**src/rtl/uart_ir_regs.vh**
```
`ifndef UART_IR_REGS_VH
`define UART_IR_REGS_VH

// Register byte offsets on the APB
`define MODE_OFS 8'h00
`define STA_OFS 8'h04
`define TXD_OFS 8'h08
`define RXD_OFS 8'h0C
`define BRG_OFS 8'h10

// Reset values and writable masks
`define MODE_RST 16'h0000
`define STA_RST 16'h0000
`define BRG_RST 16'h0000
`define MODE_WMASK 16'hBBFF
`define STA_WMASK 16'hECE0

// Mode register fields
`define M_EN 15
`define M_SIDL 13
`define M_INFRARED_CODEC_ENABLE 12
`define M_RTS_MODE_SELECT 11
`define M_UEN_HI 9
`define M_UEN_LO 8
`define M_WAKE 7
`define M_LPBK 6
`define M_AUTO_BAUD_ENABLE 5
`define M_RECEIVE_POLARITY_INVERT 4
`define M_HIGH_SPEED_SELECT 3
`define M_PD_HI 2
`define M_PD_LO 1
`define M_STOP_COUNT_SELECT 0

// Status and control register fields
`define S_TXIS1 15
`define S_TXINV 14
`define S_TXIS0 13
`define S_BRK 11
`define S_TXEN 10
`define S_TXBF 9
`define S_SHIFT_EMPTY_FLAG 8
`define S_RXIS_HI 7
`define S_RXIS_LO 6
`define S_ADDRESS_DETECT_ENABLE 5
`define S_RECEIVER_IDLE_FLAG 4
`define S_PARITY_ERROR_FLAG 3
`define S_FRAMING_ERROR_FLAG 2
`define S_OVERRUN_FLAG 1
`define S_RXDA 0

// Timing counts
`define SUB16 4'hF
`define SUB4 4'h3
`define IR_PULSE 4'h3
`define BREAK_LAST 4'hB
`define AB_EDGES 3'h4

`endif

```
**src/rtl/uart_fifo4.v**
```verilog
`timescale 1ns/100ps
module uart_fifo4 (
  // Clock and reset
  input wire ref_clk,
  input wire nrst,
  // Write side
  input wire flush,
  input wire push,
  input wire [10:0] din,
  // Read side
  input wire pop,
  output wire [10:0] dout,
  // Fill state
  output wire full,
  output wire empty,
  output wire [2:0] count
);
  reg [10:0] mem [0:3];
  reg [1:0] wptr;
  reg [1:0] rptr;
  reg [2:0] cnt;
  wire do_push = push & ~full;
  wire do_pop = pop & ~empty;

  assign dout = mem[rptr];
  assign full = cnt[2];
  assign empty = (cnt == 3'h0);
  assign count = cnt;

  always @(posedge ref_clk) begin
    if (!nrst || flush) begin
      wptr <= 2'h0;
      rptr <= 2'h0;
      cnt <= 3'h0;
    end else begin
      if (do_push) begin
        mem[wptr] <= din;
        wptr <= wptr + 2'h1;
      end
      if (do_pop)
        rptr <= rptr + 2'h1;
      if (do_push && !do_pop)
        cnt <= cnt + 3'h1;
      else if (do_pop && !do_push)
        cnt <= cnt - 3'h1;
    end
  end
endmodule // uart_fifo4

```
**src/rtl/uart_baud_gen.v**
```verilog
`timescale 1ns/100ps
module uart_baud_gen (
  // Clock and reset
  input wire ref_clk,
  input wire nrst,
  // Control
  input wire run,
  input wire clear,
  input wire [15:0] divisor,
  // Sub-bit tick and square clock
  output wire tick,
  output wire bclk
);
  reg [15:0] cnt;

  assign tick = run & (cnt == divisor);
  // High for the first half of each period
  assign bclk = run & (cnt <= {1'b0, divisor[15:1]});

  always @(posedge ref_clk) begin
    if (!nrst || clear)
      cnt <= 16'h0000;
    else if (tick)
      cnt <= 16'h0000;
    else if (run)
      cnt <= cnt + 16'h0001;
  end
endmodule // uart_baud_gen

```
**src/rtl/uart_ir.v**
```verilog
// Behaviour
// - Infrared coding acts only while high-speed select is clear.
// - Pin-enable 11 with module enabled drives the sub-bit clock (16x baud, 4x with high-speed select) on RTS pin.
// - Infrared enable routes receive and transmit pins through the codec.
// - Stop-in-idle halts the block while the system idles.
// - RTS mode select: set gives simplex, clear gives flow control.
// - High-speed select gives 4 sub-clocks per bit, else 16.
// - Parity/data field picks 9-bit, odd, even or no parity format.
// - Stop-count select gives two stop bits when set, else one.
// - Transmit interrupt on load, on all sent, or on buffer emptied.
// - Transmit invert sets idle level, opposite sense with codec on.
// - Send-break sends start, twelve zeros, stop, then clears itself.
// - Clearing transmit enable aborts, flushes buffer and releases pin.
// - Buffer-full flag shows the transmit buffer is full.
// - Shift-empty flag set only when shifter and buffer are both empty.
// - Receive interrupt on any character, on 3 held, or on 4 held.
// - Address detect in 9-bit mode keeps only ninth-bit-set characters.
// - Receiver-idle flag reads 1 unless a character is arriving.
// - Parity and framing flags belong to the character at buffer head.
// - Overflow sets overrun; clearing it empties buffer and shifter.
// - Data registers hold bits 8..0; bits above read zero.
// - Writing the baud divisor clears the baud timer.
// - Reading receive data advances the head with its own error flags.
// - Both directions have a four-entry buffer.
// - Setting transmit enable raises a transmit interrupt two cycles later.
`timescale 1ns/100ps
`include "uart_ir_regs.vh"
module uart_ir (
  // Clock and reset
  input wire ref_clk,
  input wire nrst,
  // APB slave
  input wire psel,
  input wire penable,
  input wire pwrite,
  input wire [7:0] paddr,
  input wire [31:0] pwdata,
  output reg [31:0] prdata,
  output reg pready,
  output reg pslverr,
  // Serial pins
  input wire receive_pin,
  input wire clear_to_send_pin,
  output reg transmit_pin,
  output reg transmit_pin_oe,
  output reg request_to_send_pin,
  output reg request_to_send_pin_oe,
  // System state and events
  input wire idle_mode,
  output reg tx_interrupt,
  output reg rx_interrupt
);
  localparam TX_IDLE = 5'h01;
  localparam TX_START = 5'h02;
  localparam TX_DATA = 5'h04;
  localparam TX_PAR = 5'h08;
  localparam TX_STOP = 5'h10;
  localparam RX_IDLE = 5'h01;
  localparam RX_START = 5'h02;
  localparam RX_DATA = 5'h04;
  localparam RX_PAR = 5'h08;
  localparam RX_STOP = 5'h10;

  function [3:0] sub_last;
    input hs;
    sub_last = hs ? `SUB4 : `SUB16;
  endfunction

  function par_bit;
    input [7:0] d;
    input odd;
    par_bit = (^d) ^ odd;
  endfunction

  reg [15:0] serial_mode_control;
  reg [15:0] serial_status_control;
  reg [15:0] baud_divisor;
  reg overrun_flag;

  wire module_enable = serial_mode_control[`M_EN];
  wire stop_in_idle = serial_mode_control[`M_SIDL];
  wire infrared_codec_enable = serial_mode_control[`M_INFRARED_CODEC_ENABLE];
  wire rts_mode_select = serial_mode_control[`M_RTS_MODE_SELECT];
  wire [1:0] pin_enable_field = serial_mode_control[`M_UEN_HI:`M_UEN_LO];
  wire wake_enable = serial_mode_control[`M_WAKE];
  wire loopback_select = serial_mode_control[`M_LPBK];
  wire auto_baud_enable = serial_mode_control[`M_AUTO_BAUD_ENABLE];
  wire receive_polarity_invert = serial_mode_control[`M_RECEIVE_POLARITY_INVERT];
  wire high_speed_select = serial_mode_control[`M_HIGH_SPEED_SELECT];
  wire [1:0] parity_data_select = serial_mode_control[`M_PD_HI:`M_PD_LO];
  wire stop_count_select = serial_mode_control[`M_STOP_COUNT_SELECT];
  wire [1:0] tx_interrupt_mode = {serial_status_control[`S_TXIS1],
                                  serial_status_control[`S_TXIS0]};
  wire tx_polarity_invert = serial_status_control[`S_TXINV];
  wire send_break = serial_status_control[`S_BRK];
  wire transmit_enable = serial_status_control[`S_TXEN];
  wire [1:0] rx_interrupt_mode = serial_status_control[`S_RXIS_HI:`S_RXIS_LO];
  wire address_detect_enable = serial_status_control[`S_ADDRESS_DETECT_ENABLE];

  wire nine = (parity_data_select == 2'h3);
  wire has_par = (parity_data_select == 2'h1) || (parity_data_select == 2'h2);
  wire [3:0] slast = sub_last(high_speed_select);
  wire [3:0] smid = {1'b0, slast[3:1]};
  wire ir_active = infrared_codec_enable & ~high_speed_select;
  wire halt = stop_in_idle & idle_mode;
  wire run = module_enable & ~halt;
  wire tx_on = module_enable & transmit_enable;

  // APB decode; one wait state, answer registered
  wire acc = psel & penable;
  wire xfer = acc & pready;
  wire hit = (paddr == `MODE_OFS) || (paddr == `STA_OFS) || (paddr == `TXD_OFS)
             || (paddr == `RXD_OFS) || (paddr == `BRG_OFS);
  wire mode_wr = xfer & pwrite & (paddr == `MODE_OFS);
  wire sta_wr = xfer & pwrite & (paddr == `STA_OFS);
  wire txd_wr = xfer & pwrite & (paddr == `TXD_OFS);
  wire brg_wr = xfer & pwrite & (paddr == `BRG_OFS);
  wire rxd_rd = xfer & ~pwrite & (paddr == `RXD_OFS);

  reg [4:0] tx_st;
  reg [3:0] tx_sub;
  reg [3:0] tx_bit;
  reg [8:0] tx_sh;
  reg tx_brk;
  reg tx_pv;
  reg [4:0] rx_st;
  reg [3:0] rx_sub;
  reg [3:0] rx_bit;
  reg [8:0] rx_sh;
  reg rx_pe;
  reg rx_prev;
  reg [3:0] ir_hold;
  reg [2:0] ab_edges;
  reg [23:0] ab_cnt;
  reg wake_armed;
  reg txen_d;
  reg txen_rise_d;
  reg [15:0] rd_mux;

  wire tick;
  wire bclk;
  wire [10:0] txf_dout;
  wire txf_full;
  wire txf_empty;
  wire [2:0] txf_cnt;
  wire [10:0] rxf_dout;
  wire rxf_full;
  wire rxf_empty;
  wire [2:0] rxf_cnt;

  // Transmit path
  wire txen_rise = transmit_enable & ~txen_d;
  wire txen_fall = ~transmit_enable & txen_d;
  wire cts_ok = (pin_enable_field != 2'h2) | ~clear_to_send_pin;
  wire tx_idle = tx_st[0];
  wire tx_pop = tick & tx_on & tx_idle & ~txf_empty & cts_ok;
  wire [3:0] tx_nb_last = tx_brk ? `BREAK_LAST : (nine ? 4'h8 : 4'h7);
  wire tx_done = tick & tx_st[4] & (tx_sub == slast) &
                 (tx_bit == {3'h0, stop_count_select});
  wire shift_empty_flag = txf_empty & tx_idle;
  reg tx_raw;

  always @* begin
    case (tx_st)
      TX_START: tx_raw = 1'b0;
      TX_DATA: tx_raw = tx_sh[0];
      TX_PAR: tx_raw = tx_pv;
      default: tx_raw = 1'b1;
    endcase
  end

  // Codec sends a short high pulse for each zero bit
  wire tx_enc = ~tx_raw & (tx_sub < `IR_PULSE);

  always @(posedge ref_clk) begin
    if (!nrst || !tx_on) begin
      tx_st <= TX_IDLE;
      tx_sub <= 4'h0;
      tx_bit <= 4'h0;
      tx_sh <= 9'h000;
      tx_brk <= 1'b0;
      tx_pv <= 1'b0;
    end else if (tick) begin
      case (tx_st)
        TX_IDLE: begin
          if (tx_pop) begin
            tx_st <= TX_START;
            tx_sub <= 4'h0;
            tx_brk <= send_break;
            tx_sh <= send_break ? 9'h000 : txf_dout[8:0];
            tx_pv <= par_bit(txf_dout[7:0], parity_data_select[1]);
          end
        end
        default: begin
          if (tx_sub != slast) begin
            tx_sub <= tx_sub + 4'h1;
          end else begin
            tx_sub <= 4'h0;
            case (tx_st)
              TX_START: begin
                tx_st <= TX_DATA;
                tx_bit <= 4'h0;
              end
              TX_DATA: begin
                tx_sh <= {1'b0, tx_sh[8:1]};
                if (tx_bit == tx_nb_last) begin
                  tx_bit <= 4'h0;
                  tx_st <= (has_par && !tx_brk) ? TX_PAR : TX_STOP;
                end else begin
                  tx_bit <= tx_bit + 4'h1;
                end
              end
              TX_PAR: tx_st <= TX_STOP;
              TX_STOP: begin
                if (tx_done)
                  tx_st <= TX_IDLE;
                else
                  tx_bit <= tx_bit + 4'h1;
              end
              default: tx_st <= TX_IDLE;
            endcase
          end
        end
      endcase
    end
  end

  // Receive path
  wire rx_pin_s = receive_pin ^ receive_polarity_invert;
  wire ir_dec = rx_pin_s & (ir_hold == 4'h0);
  wire rx_line = loopback_select ? tx_raw : (ir_active ? ir_dec : rx_pin_s);
  wire rx_fall = rx_prev & ~rx_line;
  wire rx_rise = ~rx_prev & rx_line;
  wire receiver_idle_flag = rx_st[0];
  wire rx_ev = tick & rx_st[4] & (rx_sub == smid);
  wire rx_accept = ~(address_detect_enable & nine & ~rx_sh[8]);
  wire ovr_set = rx_ev & rx_accept & rxf_full;
  wire rx_push = rx_ev & rx_accept & ~rxf_full;
  wire ovr_flush = sta_wr & ~pwdata[`S_OVERRUN_FLAG] & overrun_flag & ~ovr_set;
  wire [3:0] rx_nb_last = nine ? 4'h8 : 4'h7;

  // Decoder stretches each received pulse into a full low bit
  always @(posedge ref_clk) begin
    if (!nrst)
      ir_hold <= 4'h0;
    else if (!rx_pin_s)
      ir_hold <= slast;
    else if (tick && ir_hold != 4'h0)
      ir_hold <= ir_hold - 4'h1;
  end

  always @(posedge ref_clk) begin
    if (!nrst || !module_enable || ovr_flush) begin
      rx_st <= RX_IDLE;
      rx_sub <= 4'h0;
      rx_bit <= 4'h0;
      rx_sh <= 9'h000;
      rx_pe <= 1'b0;
    end else if (tick) begin
      case (rx_st)
        RX_IDLE: begin
          // Auto-baud owns the line until its measurement ends
          if (!rx_line && !auto_baud_enable) begin
            rx_st <= RX_START;
            rx_sub <= 4'h0;
            rx_sh <= 9'h000;
            rx_pe <= 1'b0;
          end
        end
        default: begin
          if (rx_sub == smid) begin
            case (rx_st)
              RX_START: if (rx_line) rx_st <= RX_IDLE;
              RX_DATA: rx_sh[rx_bit] <= rx_line;
              RX_PAR: rx_pe <= rx_line ^ par_bit(rx_sh[7:0], parity_data_select[1]);
              RX_STOP: rx_st <= RX_IDLE;
              default: rx_st <= RX_IDLE;
            endcase
          end
          if (rx_sub == slast) begin
            rx_sub <= 4'h0;
            case (rx_st)
              RX_START: begin
                rx_st <= RX_DATA;
                rx_bit <= 4'h0;
              end
              RX_DATA: begin
                if (rx_bit == rx_nb_last)
                  rx_st <= has_par ? RX_PAR : RX_STOP;
                else
                  rx_bit <= rx_bit + 4'h1;
              end
              RX_PAR: rx_st <= RX_STOP;
              default: rx_st <= RX_IDLE;
            endcase
          end else begin
            rx_sub <= rx_sub + 4'h1;
          end
        end
      endcase
    end
  end

  // Auto-baud: five falling edges of 55h span eight bit times
  wire [15:0] ab_q = high_speed_select ? ab_cnt[20:5] : ab_cnt[22:7];
  wire ab_done = auto_baud_enable & rx_fall & (ab_edges == `AB_EDGES);

  always @(posedge ref_clk) begin
    if (!nrst || !auto_baud_enable || !module_enable) begin
      ab_edges <= 3'h0;
      ab_cnt <= 24'h00_0000;
    end else begin
      if (ab_edges != 3'h0)
        ab_cnt <= ab_cnt + 24'h00_0001;
      if (rx_fall)
        ab_edges <= (ab_edges == `AB_EDGES) ? 3'h0 : ab_edges + 3'h1;
    end
  end

  // Wake-up watch on the receive line
  wire wake_irq = wake_enable & rx_fall;
  wire wake_clr = wake_enable & wake_armed & rx_rise;

  always @(posedge ref_clk) begin
    if (!nrst || !wake_enable)
      wake_armed <= 1'b0;
    else if (rx_fall)
      wake_armed <= 1'b1;
  end

  always @(posedge ref_clk) begin
    if (!nrst) begin
      rx_prev <= 1'b1;
      txen_d <= 1'b0;
      txen_rise_d <= 1'b0;
    end else begin
      rx_prev <= rx_line;
      txen_d <= transmit_enable;
      txen_rise_d <= txen_rise;
    end
  end

  // Software registers; software writes land after hardware clears
  always @(posedge ref_clk) begin
    if (!nrst) begin
      serial_mode_control <= `MODE_RST;
      serial_status_control <= `STA_RST;
      baud_divisor <= `BRG_RST;
    end else begin
      if (ab_done) begin
        serial_mode_control[`M_AUTO_BAUD_ENABLE] <= 1'b0;
        baud_divisor <= (ab_q == 16'h0000) ? 16'h0000 : ab_q - 16'h0001;
      end
      if (wake_clr)
        serial_mode_control[`M_WAKE] <= 1'b0;
      if (tx_done && tx_brk)
        serial_status_control[`S_BRK] <= 1'b0;
      if (mode_wr)
        serial_mode_control <= pwdata[15:0] & `MODE_WMASK;
      if (sta_wr)
        serial_status_control <= pwdata[15:0] & `STA_WMASK;
      if (brg_wr)
        baud_divisor <= pwdata[15:0];
    end
  end

  // Hardware set wins over a software clear
  always @(posedge ref_clk) begin
    if (!nrst)
      overrun_flag <= 1'b0;
    else if (ovr_set)
      overrun_flag <= 1'b1;
    else if (sta_wr && !pwdata[`S_OVERRUN_FLAG])
      overrun_flag <= 1'b0;
  end

  uart_baud_gen u_baud (
    .ref_clk(ref_clk),
    .nrst(nrst),
    .run(run),
    .clear(brg_wr | ab_done | txen_rise),
    .divisor(baud_divisor),
    .tick(tick),
    .bclk(bclk)
  );

  uart_fifo4 u_txf (
    .ref_clk(ref_clk),
    .nrst(nrst),
    .flush(txen_fall),
    .push(txd_wr),
    .din({2'h0, nine & pwdata[8], pwdata[7:0]}),
    .pop(tx_pop),
    .dout(txf_dout),
    .full(txf_full),
    .empty(txf_empty),
    .count(txf_cnt)
  );

  uart_fifo4 u_rxf (
    .ref_clk(ref_clk),
    .nrst(nrst),
    .flush(ovr_flush),
    .push(rx_push),
    .din({~rx_line, rx_pe, nine & rx_sh[8], rx_sh[7:0]}),
    .pop(rxd_rd),
    .dout(rxf_dout),
    .full(rxf_full),
    .empty(rxf_empty),
    .count(rxf_cnt)
  );

  always @* begin
    case (paddr)
      `MODE_OFS: rd_mux = serial_mode_control;
      // An empty buffer reads as zero, not as its stale or unwritten slot
      `STA_OFS: rd_mux = serial_status_control |
        {6'h00, txf_full, shift_empty_flag, 3'h0, receiver_idle_flag,
         rxf_dout[9] & ~rxf_empty, rxf_dout[10] & ~rxf_empty, overrun_flag,
         ~rxf_empty};
      `RXD_OFS: rd_mux = rxf_empty ? 16'h0000 : {7'h00, rxf_dout[8:0]};
      `BRG_OFS: rd_mux = baud_divisor;
      default: rd_mux = 16'h0000;
    endcase
  end

  always @(posedge ref_clk) begin
    if (!nrst) begin
      pready <= 1'b0;
      prdata <= 32'h0000_0000;
      pslverr <= 1'b0;
    end else begin
      pready <= acc & ~pready;
      if (acc && !pready) begin
        prdata <= {16'h0000, rd_mux};
        pslverr <= ~hit;
      end
    end
  end

  // Pins and events
  always @(posedge ref_clk) begin
    if (!nrst) begin
      transmit_pin <= 1'b1;
      transmit_pin_oe <= 1'b0;
      request_to_send_pin <= 1'b1;
      request_to_send_pin_oe <= 1'b0;
      tx_interrupt <= 1'b0;
      rx_interrupt <= 1'b0;
    end else begin
      transmit_pin_oe <= tx_on;
      transmit_pin <= (ir_active ? tx_enc : tx_raw) ^ tx_polarity_invert;
      request_to_send_pin_oe <= module_enable & (pin_enable_field != 2'h0);
      if (pin_enable_field == 2'h3)
        request_to_send_pin <= bclk;
      else if (rts_mode_select)
        request_to_send_pin <= shift_empty_flag;
      else
        request_to_send_pin <= rxf_full;
      tx_interrupt <= (tx_pop && tx_interrupt_mode == 2'h0) ||
                      (tx_pop && tx_interrupt_mode == 2'h2 && txf_cnt == 3'h1) ||
                      (tx_done && tx_interrupt_mode == 2'h1 && txf_empty) ||
                      txen_rise_d;
      rx_interrupt <= wake_irq ||
                      (rx_push && rx_interrupt_mode == 2'h3 && rxf_cnt == 3'h3) ||
                      (rx_push && rx_interrupt_mode == 2'h2 && rxf_cnt == 3'h2) ||
                      (rx_push && !rx_interrupt_mode[1]);
    end
  end
endmodule // uart_ir

```
**config.mk**
```make
export PLATFORM = sky130hd
export DESIGN_NAME = uart_ir
export DESIGN_NICKNAME = d
export VERILOG_FILES = /design/src/rtl/uart_fifo4.v /design/src/rtl/uart_baud_gen.v /design/src/rtl/uart_ir.v
export VERILOG_INCLUDE_DIRS = /design/src /design/src/rtl
export SDC_FILE = /design/constraint.sdc
export NUM_CORES = 1
export LEC_CHECK = 0
export BUFFER_PORTS_ARGS = -buffer_cell sky130_fd_sc_hd__buf_2
export CAP_MARGIN = 20
export CELL_PAD_IN_SITES_DETAIL_PLACEMENT = 1
export CELL_PAD_IN_SITES_GLOBAL_PLACEMENT = 2
export CORE_AREA = 2 2 182 184
export DETAILED_ROUTE_END_ITERATION = 12
export DIE_AREA = 0 0 184 186
export GPL_ROUTABILITY_DRIVEN = 0
export PLACE_DENSITY_LB_ADDON = 0.1
export SYNTH_ARGS = -nofsm -noshare
export SYNTH_HDL_FRONTEND = slang
export SYNTH_HIERARCHICAL = 1
export SYNTH_SLANG_ARGS = --single-unit
export TNS_END_PERCENT = 100
```
**constraint.sdc**
```tcl
create_clock -name ref_clk -period 6.29 [get_ports ref_clk]
set_input_delay 0.9435 -clock ref_clk [delete_from_list [all_inputs] [get_ports ref_clk]]
set_output_delay 0.9435 -clock ref_clk [all_outputs]
set_load 0.01 [all_outputs]
```
==> impl_results.md <==
- Element type at the critical path end: flip-flop
- Hold_ws: around 450 ps
- Part of the total power dissipated in the clock network: between 50% and 60%
- Final max-slew violation count: 0
- Total number of H-tree levels: 1
- Switching part of the total: 20.89%
- Latest clock arrival within the worst-skew pair: ~560 ps
- Total die area: between 30000 and 40000 sq um
- Global Route met2 Usage: between 30% and 40%
- Delay of the slowest cell on the worst path: between 500 and 600 ps
- Hold violation count in the final report: 0
- Highest-count cells in the layout ignoring fill and taps: 178 x sky130_fd_sc_hd__dfxtp_1, 146 x sky130_fd_sc_hd__nor2_1, 125 x sky130_fd_sc_hd__nand2_1, 100 x sky130_fd_sc_hd__a21oi_1, 80 x sky130_fd_sc_hd__edfxtp_1
- Final HPWL DP: ~28000 um
- Post-CTS repair timing setup buffer count: 0
- Net switching component of the power: slightly below 800 uW
- Avg Cell Area, Syn: around 9.8 sq um
- Internal cell power: just under 3 mW
- Synthesis Warnings: 6
- First-pass GRT wire length: 61040 um
- Share of post-route cells with drive strength above 1: about 13%
- Post-synthesis cell count: 1369
- VDD IR-drop max: between 0.0002 and 0.00025 V
- Seq. cell area: ~6000 sq um
- Clock slew at reported path FFs: approximately 60 ps
- CTS Buf Count: 30
- CTS Buffer Depth: 3
- PD cells: ~250 nW/um^2
- Critical path buffer and inverter count: 2
- Unrepaired setup endpoints after global routing: false
- Pre-CTS setup slack: around 1800 ps
- Worst Path Arrival: 4720 ps
- Filler Cell Count: roughly 3700
- Min setup slack post-route: 2046 ps
- Critical path's slowest cell: sky130_fd_sc_hd__nor2b_1
- Global-route usage over all layers: between 20% and 30%
- Req. time, crit path: 6760 ps
- WL per Instance: 21.19 um
- Synthesized cell area: 13370 sq um
- Count of antenna-violating nets left after detailed routing: 0
- Number of I/O pins: slightly below 90
- Final setup viols: 0
- Standard cell core area: roughly 32000 sq um
- Crit Path Max Fanout: 18
- Vias in the first global route: 10650
- Maximum number of pins on one net before global-route repair: between 40 and 50
- Maximum Capacitance Violations: 0
- Height of the die: between 150 and 200 um
- Number of instances in the placed design: between 1500 and 2000
- Count of buffers from port buffering: between 50 and 60
- Aggregate negative setup slack: 0 ps
- Clock tree root buffer cell: sky130_fd_sc_hd__clkbuf_16
- Most Crowded Layer GR: met2
- Startpoint type of the worst setup path: flip-flop
- DR iter-0 viols: ~630
- Commonest non-fill, non-tap cell in the layout: sky130_fd_sc_hd__dfxtp_1
- Row cnt: between 60 and 70
- Sequential fraction of design power: 46.4%
- Cts-stage hold buffer count: 0
- Cell class contributing the biggest share of worst-path delay: simple AND/OR/NAND/NOR gates
- Crit path time final: 4244 ps
- Width of the chip: 184 um
- Share of the clock period used by the worst path: between 60% and 70%
- Type of the worst min-delay path: reg2reg
- Classification of the worst setup path: reg2reg
- Leakage power total: 5.283 nW
- Via-to-Cell Ratio: around 5.7
- Result of the run: complete, no violations
- Clock tree from TritonCTS: done
- Number of detailed-routing iterations run before antenna repair: 6
- Initial antenna violation count: 3
- Highest attainable clock frequency: approximately 240 MHz
- Total clock sinks: about 260
- Relative max-transition margin: roughly 27%
- Cells along the critical path: xor2_1, nor4_1, nand4_1, nor3_2, buf_4, nand2_1, a31oi_1, nand2_1, nor2_1, nor2b_1, ha_1, inv_1, fa_1, xor2_1, or3_1, a21oi_1
- Count of vias placed by the detailed router: roughly 10000
- Area of combinational cells with multiple inputs: between 6000 and 7000 sq um
- Slew of the pin with the lowest slew margin: about 1100 ps
- Signed area change from the synthesized netlist to the final layout: 11.40%
- Final standard cell count with taps included and fillers excluded: between 1500 and 2000
- Quantity of gates resized following cts: 0
- Worst clock skew on the final layout: 12.39 ps
- Routed Wire Length: 38630 um
- Starting Density: between 40 and 50%
- Total congestion overflow: 0
- Remaining routing DRC violations: 0
- GR met1 Demand/Resource: 29.64%
- Combinational power share: approximately 1.8%
- Fin nets: between 1000 and 1500
- Fraction of met3 tracks used by global routing: approximately 3.3%
[flip-flops by register name, summed over array words and instances (netlist names), 4 cells and up, named ones only]
| name | flops |
|---|---|
| rx_bit | 4 |
| rx_sh | 9 |
| u_txf/mem | 36 |
| u_baud/cnt | 16 |
| serial_mode_control | 14 |
| tx_bit | 4 |
| ab_cnt | 23 |
| tx_sub | 4 |
| tx_st | 5 |
| tx_sh | 9 |
| rx_st | 5 |
| rx_sub | 4 |
| prdata | 16 |
| ir_hold | 4 |
| u_rxf/mem | 44 |
| baud_divisor | 16 |
| serial_status_control | 8 |
[final cells by class]
type	count	area share, %
antenna	1	0.01680
timing repair buffer	63	2.302
tap	408	3.428
clock inverter	23	2.075
sequential	258	40.06
multi-input combinational	989	45.59
clock buffer	33	5.326
inverter	48	1.210
[final timing paths]
kind	startpoint	end	slack [ps]	cells after the start
worst max-delay path	baud_divisor[2]	u_rxf/count[2]	2050	16
worst min-delay path	prdata[4]	prdata[4]	450	1
worst max register to register	baud_divisor[2]	u_rxf/count[2]	2050	16
worst min register to register	prdata[4]	prdata[4]	450	1
[power by group through the flow]
stage / Clock, mW / Combinational [mW] / Sequential, mW
2_1_floorplan: 0 / 0.0392 / 1.75
3_3_place_gp: 0 / 0.0645 / 1.75
3_5_place_dp: 0 / 0.0654 / 1.75
4_1_cts: 1.96 / 0.0662 / 1.71
5_1_grt: 2.03 / 0.0726 / 1.71
6_report: 1.92 / 0.0658 / 1.71
[through the flow]
step	total power, mW	utilization, %	area (sq um)
floorplan	1.790	-	13430
global route	3.812	46.24	14890
global placement	1.815	42.77	13770
detailed placement	1.816	42.77	13770
CTS	3.742	46.19	14880
finish	3.696	46.24	14890
[metal layers]
metal / vias to the layer above / routed length [um]
met3: 63 / 1577
li1: 4941 / -
met4: 2 / 1161
met5: - / 13
met2: 213 / 18440
met1: 5108 / 17440
No activity file was read; power rests on OpenSTA's default activity.
